## src/hw/gpc_pkg.sv

```systemverilog
// constants, types and register map of the pin configuration block
// What this block does
// after reset every pin floats: both drivers off until software enables
// each pin has edge detection with latches for rising and falling edges
// input invert set flips the pin input level before internal use
// high side drive enable turns on the pull-up driver; resets off
// low side drive enable turns on the pull-down driver; resets off
// output invert selects whether output data is inverted
// two analog path enables connect pin to analog paths; reset off
// pull up and pull down enables connect the resistors; reset off
// input bits 7 and 6 route pin to external irq b and a
// input bits 5 and 4 write edge enables, read edge flags
// rise flag set on rising edge; cleared by writing enable zero
// fall flag set on falling edge; cleared by writing enable zero
// drive check compares input three clocks after output change; flag
// debounce select: off, 4, 16 or 64 slow oscillator periods
// register n of each sixteen entry bank controls pin n
package gpc_pkg;
    localparam int          NPINS        = 16;
    localparam logic [15:0] OUT_BASE     = 16'hA100;
    localparam logic [15:0] IN_BASE      = 16'hA110;
    localparam logic [15:0] STAT_ADDR    = 16'hA130;
    localparam logic [15:0] MASK_ADDR    = 16'hA132;
    localparam logic [7:0]  CFG_RESET    = 8'h00;
    localparam int          CHECK_DELAY  = 3;
    localparam logic [6:0]  DB_4         = 7'h04;
    localparam logic [6:0]  DB_16        = 7'h10;
    localparam logic [6:0]  DB_64        = 7'h40;
    localparam logic [1:0]  DB_OFF_CODE  = 2'h0;
    localparam logic [1:0]  DB_4_CODE    = 2'h1;
    localparam logic [1:0]  DB_16_CODE   = 2'h2;

    typedef struct packed {
        logic input_invert;
        logic high_side_drive_en;
        logic low_side_drive_en;
        logic output_invert;
        logic analog_path_b_en;
        logic analog_path_a_en;
        logic pull_up_en;
        logic pull_down_en;
    } gpc_out_cfg_s;

    typedef struct packed {
        logic       ext_irq_b_route_en;
        logic       ext_irq_a_route_en;
        logic       rise_edge_irq_en;
        logic       fall_edge_irq_en;
        logic       input_buffer_en;
        logic       drive_check_en;
        logic [1:0] debounce_sel;
    } gpc_in_cfg_s;

    typedef struct packed {
        logic [15:0] addr;
        logic [7:0]  wdata;
        logic        wr;
        logic        rd;
    } gpc_bus_req_s;
endpackage

```

## src/hw/gpc_top.sv

```systemverilog
// pin buffer control, debounce, edge and drive check logic for 16 pins
`timescale 1ns/1ps
`default_nettype none
module gpc_top (
    // clock and reset
    input  wire logic                   mclk_in,
    input  wire logic                   srst_in,
    // register port
    input  wire gpc_pkg::gpc_bus_req_s  bus_in,
    output logic [7:0]                  rdata_out,
    // slow oscillator tick, one cycle pulse per period
    input  wire logic                   slow_tick_in,
    // pins
    input  wire logic [15:0]            pin_in,
    output logic [15:0]                 pin_data_out,
    output logic [15:0]                 high_drive_out,
    output logic [15:0]                 low_drive_out,
    output logic [15:0]                 pull_up_out,
    output logic [15:0]                 pull_down_out,
    output logic [15:0]                 analog_a_out,
    output logic [15:0]                 analog_b_out,
    // core side
    input  wire logic [15:0]            core_data_in,
    output logic [15:0]                 core_level_out,
    output logic                        ext_irq_a_out,
    output logic                        ext_irq_b_out,
    output logic                        irq_out
);
    import gpc_pkg::*;

    gpc_out_cfg_s ocfg [NPINS];
    gpc_in_cfg_s  icfg [NPINS];
    logic [15:0]  rise_flag, fall_flag, chk_flag;
    logic [15:0]  sync1, sync2, raw, deb, deb_q;
    logic [6:0]   dcnt [NPINS];
    logic [15:0]  drv_val;
    logic [2:0]   chk_pipe [NPINS];
    logic [15:0]  chk_exp;
    logic [15:0]  stat, mask;
    logic [15:0]  irq_a_vec, irq_b_vec, pin_evt, stat_wr_clr, next_stat;
    logic [7:0]   next_rdata;

    // decode: low nibble picks the pin
    wire       out_hit = bus_in.addr[15:4] == OUT_BASE[15:4];
    wire       in_hit  = bus_in.addr[15:4] == IN_BASE[15:4];
    wire [3:0] idx     = bus_in.addr[3:0];
    wire       stat_lo = bus_in.addr == STAT_ADDR;
    wire       stat_hi = bus_in.addr == STAT_ADDR + 16'h0001;
    wire       mask_lo = bus_in.addr == MASK_ADDR;
    wire       mask_hi = bus_in.addr == MASK_ADDR + 16'h0001;

    always_ff @(posedge mclk_in) begin
        sync1 <= pin_in;
        sync2 <= sync1;
    end

    genvar g;
    generate
        for (g = 0; g < NPINS; g++) begin : g_pin
            logic [6:0] lim;
            logic       lvl;
            logic       rise_ev, fall_ev, chk_ev, wr_in;
            // buffer disabled reads as zero, then optional inversion
            assign lvl = (sync2[g] & icfg[g].input_buffer_en)
                         ^ ocfg[g].input_invert;
            assign raw[g] = lvl;
            assign lim = (icfg[g].debounce_sel == DB_4_CODE)  ? DB_4 :
                         (icfg[g].debounce_sel == DB_16_CODE) ? DB_16 :
                         DB_64;
            assign drv_val[g] = core_data_in[g] ^ ocfg[g].output_invert;
            assign rise_ev = deb[g] & ~deb_q[g];
            assign fall_ev = ~deb[g] & deb_q[g];
            // compare drive with sample taken three clocks after change
            assign chk_ev  = icfg[g].drive_check_en & chk_pipe[g][CHECK_DELAY-1]
                             & (raw[g] != chk_exp[g]);
            assign wr_in = bus_in.wr & in_hit & (idx == 4'(g));

            always_ff @(posedge mclk_in) begin
                if (srst_in) begin
                    ocfg[g]      <= gpc_out_cfg_s'(CFG_RESET);
                    icfg[g]      <= gpc_in_cfg_s'(CFG_RESET);
                    dcnt[g]      <= 7'h00;
                    deb[g]       <= 1'b0;
                    deb_q[g]     <= 1'b0;
                    rise_flag[g] <= 1'b0;
                    fall_flag[g] <= 1'b0;
                    chk_flag[g]  <= 1'b0;
                    chk_pipe[g]  <= 3'h0;
                    chk_exp[g]   <= 1'b0;
                end else begin
                    if (bus_in.wr && out_hit && idx == 4'(g))
                        ocfg[g] <= gpc_out_cfg_s'(bus_in.wdata);
                    if (wr_in)
                        icfg[g] <= gpc_in_cfg_s'(bus_in.wdata);
                    // debounce counts slow ticks of a stable differing level
                    if (icfg[g].debounce_sel == DB_OFF_CODE) begin
                        deb[g]  <= raw[g];
                        dcnt[g] <= 7'h00;
                    end else if (raw[g] == deb[g]) begin
                        dcnt[g] <= 7'h00;
                    end else if (slow_tick_in) begin
                        if (dcnt[g] + 7'h01 >= lim) begin
                            deb[g]  <= raw[g];
                            dcnt[g] <= 7'h00;
                        end else begin
                            dcnt[g] <= dcnt[g] + 7'h01;
                        end
                    end
                    deb_q[g] <= deb[g];
                    // set wins over the clear by writing enable zero
                    if (rise_ev && icfg[g].rise_edge_irq_en)
                        rise_flag[g] <= 1'b1;
                    else if (wr_in && !bus_in.wdata[5])
                        rise_flag[g] <= 1'b0;
                    if (fall_ev && icfg[g].fall_edge_irq_en)
                        fall_flag[g] <= 1'b1;
                    else if (wr_in && !bus_in.wdata[4])
                        fall_flag[g] <= 1'b0;
                    chk_pipe[g] <= {chk_pipe[g][1:0],
                                    drv_val[g] != pin_data_out[g]};
                    // launched value kept for its compare slot; a second
                    // change inside three clocks replaces it
                    if (drv_val[g] != pin_data_out[g])
                        chk_exp[g] <= drv_val[g];
                    if (chk_ev)
                        chk_flag[g] <= 1'b1;
                    else if (!icfg[g].drive_check_en)
                        chk_flag[g] <= 1'b0;
                end
            end

            a_rise_set: assert property (@(posedge mclk_in) disable iff (srst_in)
                rise_ev && icfg[g].rise_edge_irq_en |=> rise_flag[g])
                else $error("rise flag missed");
            a_fall_set: assert property (@(posedge mclk_in) disable iff (srst_in)
                fall_ev && icfg[g].fall_edge_irq_en |=> fall_flag[g])
                else $error("fall flag missed");
            a_check_clr: assert property (@(posedge mclk_in) disable iff (srst_in)
                !icfg[g].drive_check_en && !chk_ev |=> !chk_flag[g])
                else $error("drive check flag not cleared");
            a_dbn_off: assert property (@(posedge mclk_in) disable iff (srst_in)
                icfg[g].debounce_sel == DB_OFF_CODE && !wr_in
                |=> deb[g] == $past(raw[g]))
                else $error("debounce off not transparent");
        end
    endgenerate

    // ordinary pipeline: the compared level is the drive value latched
    always_ff @(posedge mclk_in) begin
        if (srst_in) begin
            pin_data_out   <= 16'h0000;
            high_drive_out <= 16'h0000;
            low_drive_out  <= 16'h0000;
            pull_up_out    <= 16'h0000;
            pull_down_out  <= 16'h0000;
            analog_a_out   <= 16'h0000;
            analog_b_out   <= 16'h0000;
            core_level_out <= 16'h0000;
            ext_irq_a_out  <= 1'b0;
            ext_irq_b_out  <= 1'b0;
            irq_out        <= 1'b0;
            rdata_out      <= 8'h00;
            stat           <= 16'h0000;
            mask           <= 16'h0000;
        end else begin
            pin_data_out   <= drv_val;
            core_level_out <= deb;
            for (int i = 0; i < NPINS; i++) begin
                high_drive_out[i] <= ocfg[i].high_side_drive_en;
                low_drive_out[i]  <= ocfg[i].low_side_drive_en;
                pull_up_out[i]    <= ocfg[i].pull_up_en;
                pull_down_out[i]  <= ocfg[i].pull_down_en;
                analog_a_out[i]   <= ocfg[i].analog_path_a_en;
                analog_b_out[i]   <= ocfg[i].analog_path_b_en;
            end
            ext_irq_a_out <= |irq_a_vec;
            ext_irq_b_out <= |irq_b_vec;
            // sticky per-pin status, write one clears, set wins
            stat <= (stat & ~(stat_wr_clr)) | pin_evt;
            if (bus_in.wr && mask_lo)
                mask[7:0] <= bus_in.wdata;
            if (bus_in.wr && mask_hi)
                mask[15:8] <= bus_in.wdata;
            irq_out <= |(next_stat & mask);
            rdata_out <= next_rdata;
        end
    end

    always_comb begin
        for (int i = 0; i < NPINS; i++) begin
            // drive check only interrupts when a route is enabled
            pin_evt[i]   = rise_flag[i] | fall_flag[i] | (chk_flag[i] &
                           (icfg[i].ext_irq_a_route_en |
                            icfg[i].ext_irq_b_route_en));
            irq_a_vec[i] = icfg[i].ext_irq_a_route_en & pin_evt[i];
            irq_b_vec[i] = icfg[i].ext_irq_b_route_en & pin_evt[i];
        end
        stat_wr_clr = 16'h0000;
        if (bus_in.wr && stat_lo)
            stat_wr_clr[7:0] = bus_in.wdata;
        if (bus_in.wr && stat_hi)
            stat_wr_clr[15:8] = bus_in.wdata;
        next_stat = (stat & ~stat_wr_clr) | pin_evt;
        next_rdata = 8'h00;
        if (bus_in.rd) begin
            if (out_hit)
                next_rdata = ocfg[idx];
            else if (in_hit)
                next_rdata = {icfg[idx].ext_irq_b_route_en,
                              icfg[idx].ext_irq_a_route_en,
                              rise_flag[idx], fall_flag[idx],
                              icfg[idx].input_buffer_en,
                              chk_flag[idx], deb[idx], raw[idx]};
            else if (stat_lo)
                next_rdata = stat[7:0];
            else if (stat_hi)
                next_rdata = stat[15:8];
            else if (mask_lo)
                next_rdata = mask[7:0];
            else if (mask_hi)
                next_rdata = mask[15:8];
        end
    end

    a_reset_float: assert property (@(posedge mclk_in)
        srst_in |=> high_drive_out == 16'h0000 && low_drive_out == 16'h0000)
        else $error("drivers not off after reset");
    a_irq_level: assert property (@(posedge mclk_in) disable iff (srst_in)
        ##1 irq_out == |($past(next_stat) & $past(mask)))
        else $error("interrupt level wrong");
    a_pol_out: assert property (@(posedge mclk_in) disable iff (srst_in)
        !$past(srst_in) |-> pin_data_out == $past(drv_val))
        else $error("output polarity path wrong");
    a_in_pol: assert property (@(posedge mclk_in) disable iff (srst_in)
        ocfg[0].input_invert && !icfg[0].input_buffer_en |-> raw[0])
        else $error("input invert not applied");
endmodule // gpc_top
`default_nettype wire

```

## config.mk

```make
export PLATFORM = sky130hd
export DESIGN_NAME = gpc_top
export DESIGN_NICKNAME = d
export VERILOG_FILES = /design/src/hw/gpc_pkg.sv /design/src/hw/gpc_top.sv
export SDC_FILE = /design/constraint.sdc
export NUM_CORES = 1
export LEC_CHECK = 0
export BUFFER_PORTS_ARGS = -buffer_cell sky130_fd_sc_hd__buf_2
export CORE_ASPECT_RATIO = 0.75
export CORE_MARGIN = 2
export CORE_UTILIZATION = 39
export CTS_CLUSTER_DIAMETER = 200
export DETAILED_ROUTE_END_ITERATION = 10
export PLACE_DENSITY = 0.59
export SYNTH_ARGS = -nofsm -noshare
export SYNTH_HDL_FRONTEND = slang
export SYNTH_SLANG_ARGS = --single-unit
```

## constraint.sdc

```tcl
create_clock -name mclk_in -period 4.64 [get_ports mclk_in]
set_input_delay 0.928 -clock mclk_in [delete_from_list [all_inputs] [get_ports mclk_in]]
set_output_delay 0.928 -clock mclk_in [all_outputs]
set_load 0.005 [all_outputs]
```

==> qor.json <==
{
  "global_route": {
    "grt-ovfl-total": 0,
    "grt_max_degree": 129,
    "via_count_of_the_first_global_routing_pass": 22053,
    "antenna_found_initial": 11,
    "grt_util_all_layers_pct": 23.3,
    "wire_length_of_the_first_global_routing_pass_um": 143000
  },
  "floorplanning": {
    "die_area_mm2": 0.0823,
    "start_util_pct": 39.5,
    "placeableCoreArea_mm2": 0.0790,
    "io-pin-count": 200,
    "die_height_um": 249,
    "std_cell_rows": 89,
    "die_w_um": 331
  },
  "cts": {
    "max-clock-path-buffers": 3,
    "cts.hold.buffers_added": 0,
    "root_buffer": "sky130_fd_sc_hd__clkbuf_16",
    "clk_pin_slew_worst_paths_ns": 0.07,
    "clk_latency_ns": 0.64,
    "clock-sinks": 699,
    "cts_tree": "done",
    "cts_inserted_buffers": 71,
    "htreeDepth": 3,
    "cells_resized_by_post_cts_repair": 0,
    "cts_setup_buffers": 0
  },
  "critical_path": {
    "crit_type": "input port to flop",
    "arrival_ns": 3.67,
    "cp_max_fo": 60,
    "cp-end-kind": "flop",
    "worstSetupStartpointType": "input port",
    "critPathRequiredTime_ns": 5.12
  },
  "sta": {
    "tns_ns": 0,
    "holdWs_ns": 0.326,
    "final.setup.worst_slack_ns": 1.45,
    "maxSlewViolCount": 0,
    "setup_violations": 0,
    "fin_skew_ns": 0.0274,
    "fmaxAchievable_mhz": 313,
    "timing.final.hold_violations": 0,
    "timing.final.crit_share_pct": 68.8,
    "unrepaired_setup_endpoints_after_global_routing": "no",
    "min_period_ns": 3.19,
    "slew_headroom_pct": 21.2,
    "worstMarginPinSlew_ns": 1.18
  },
  "yosys": {
    "synth-seq-area-share_pct": 56.6,
    "yosysTopAreaCell": "sky130_fd_sc_hd__edfxtp_1",
    "synthCells": 2673,
    "synth_top_cells_by_area": "sky130_fd_sc_hd__edfxtp_1, sky130_fd_sc_hd__dfxtp_1, sky130_fd_sc_hd__mux4_2",
    "synthArstFlopShare_pct": 0,
    "synth.distinct_cells": 66,
    "ys_warn_count": 0,
    "syn_area_mm2": 0.0312,
    "synth_top_area_share_pct": 35.4,
    "synth.cells.most_frequent": "sky130_fd_sc_hd__edfxtp_1, sky130_fd_sc_hd__dfxtp_1, sky130_fd_sc_hd__and3_1",
    "yosysMostFrequentCell": "sky130_fd_sc_hd__edfxtp_1",
    "post_synth.cell_area_avg_um2": 11.7,
    "synth_nets": 2857,
    "ys_ff_latch": 699,
    "synth-edff-count": 368,
    "synth_ff_type": "sky130_fd_sc_hd__edfxtp_1"
  },
  "layout": {
    "layoutNonFillerInstCount": 3946,
    "final_instance_area_mm2": 0.0358,
    "num-fill-cells": 7108,
    "final_layout_size_suffix_gt1_share_pct": 17.4,
    "final_nets": 3026,
    "post-route-util_pct": 45.3,
    "layout-area-overhead-vs-synth_pct": 14.6
  },
  "detailed_routing": {
    "initialDrtViolationCount": 2094,
    "detailedRoute.firstPassIterationCount": 5,
    "final_antenna_net_count": 0,
    "drcViolationCount": 0,
    "detail_route.wl_per_cell_um": 24.5,
    "wl_um": 96700,
    "via_count": 22230,
    "ratio_of_routed_vias_to_standard_cells": 5.63
  },
  "place": {
    "place.detailed.instances": 3815,
    "dp_slack_ns": 0.900,
    "port_buffers": 199,
    "place_area_mm2": 0.0333,
    "routabilityCongestion": 0.961,
    "half_perimeter_wire_length_of_the_detailed_placement_result_um": 70800
  },
  "job": {
    "maxCapViolations": 0
  },
  "power_and_ir_drop": {
    "pwr_density_cell_mw_per_mm2": 407,
    "static-leakage-power_nw": 14.6,
    "ir_worst_vdd_mv": 0.241,
    "fin_total_pwr_mw": 14.5
  },
  "hold_path": {
    "holdCritPathClass": "flop to flop"
  },
  "outcome": {
    "status": "finished, final reports clean"
  }
}
[state kept, by name, summed over array words and instances, names as in the netlist, 48 cells and up]
signal,cells
chk_pipe,48
dcnt,112
ocfg,128
icfg,128
[kinds of logic (layout without fill, tap and decap cells)]
family	count (synthesis)	in the layout	share of synthesized area (%)
and+or+nand+nor	1027	1027	18.1
DFF	699	699	56.6
AOI/OAI and AO/OA	341	341	6.80
buffers and inverters	241	467	3.25
xor gates and xnor gates	144	144	4.04
adders and majority gates	123	123	4.93
muxes	98	98	6.20
other	0	1	0
[metal layers]
metal  part of all wire [%]  global-route usage, %  vias up
met3                     12                   8.75      173
met1                     44                   32.7    11027
met4                    3.0                   7.38       12
met5                  0.088                      0        -
met2                     42                   33.0     1029
li1                       -                      -     9989
[power by group]
part	switching, mW	internal, mW	leakage [nW]
Clock	2.50	3.44	1.20
Sequential	0.294	6.88	6.48
Combinational	0.865	0.565	6.88
[worst paths after layout]
path	startpoint	endpoint	slack, ns	depth (start not counted)
min reg2reg	sync1[5]	sync2[5]	0.33	0
max	bus_in[11]	irq_out	1.45	8
max reg2reg	dcnt[1][21]	dcnt[1][27]	2.04	8
min	sync1[5]	sync2[5]	0.33	0
[layout by cell type (no fill, tap or decap), drive strengths merged, types with 5 or more instances in the layout]
master / instances
nor2: 194
inv: 85
dfxtp: 331
mux4: 75
or3: 6
nand3b: 22
ha: 123
clkinv: 17
o221ai: 5
nor2b: 185
a221oi: 12
nor4: 37
nand2b: 6
o31ai: 5
and4: 13
mux2i: 10
nand4: 6
clkbuf: 106
nor3: 37
nor3b: 16
a22o: 14
o41ai: 13
and3: 240
nand3: 70
buf: 255
xnor2: 96
nand4b: 16
a21boi: 13
a31oi: 13
a22oi: 11
a21o: 32
o21ai: 78
mux2: 13
o22ai: 7
edfxtp: 368
a21oi: 118
or2: 27
nand2: 145
xor2: 48
[layout make-up]
class | instances | area (µm²) | share of cell area, %
sequential | 699 | 17700 | 49.4
multi-input combinational | 1733 | 12600 | 35.1
clock buffer | 106 | 2250 | 6.30
timing repair buffer | 255 | 1480 | 4.14
tap | 1046 | 1310 | 3.66
inverter | 82 | 308 | 0.861
clock inverter | 24 | 174 | 0.486
antenna | 1 | 2.50 | 0.00700
[critical path: stages]
cell                       delay (ns)
sky130_fd_sc_hd__buf_4           0.40
sky130_fd_sc_hd__nor4_4          0.70
sky130_fd_sc_hd__buf_4           0.32
sky130_fd_sc_hd__nand4_1         0.11
sky130_fd_sc_hd__o221ai_1        0.23
sky130_fd_sc_hd__nand3_1         0.13
sky130_fd_sc_hd__nor4bb_1        0.64
sky130_fd_sc_hd__a31oi_1         0.18
Power figures use the tool's default switching activity.
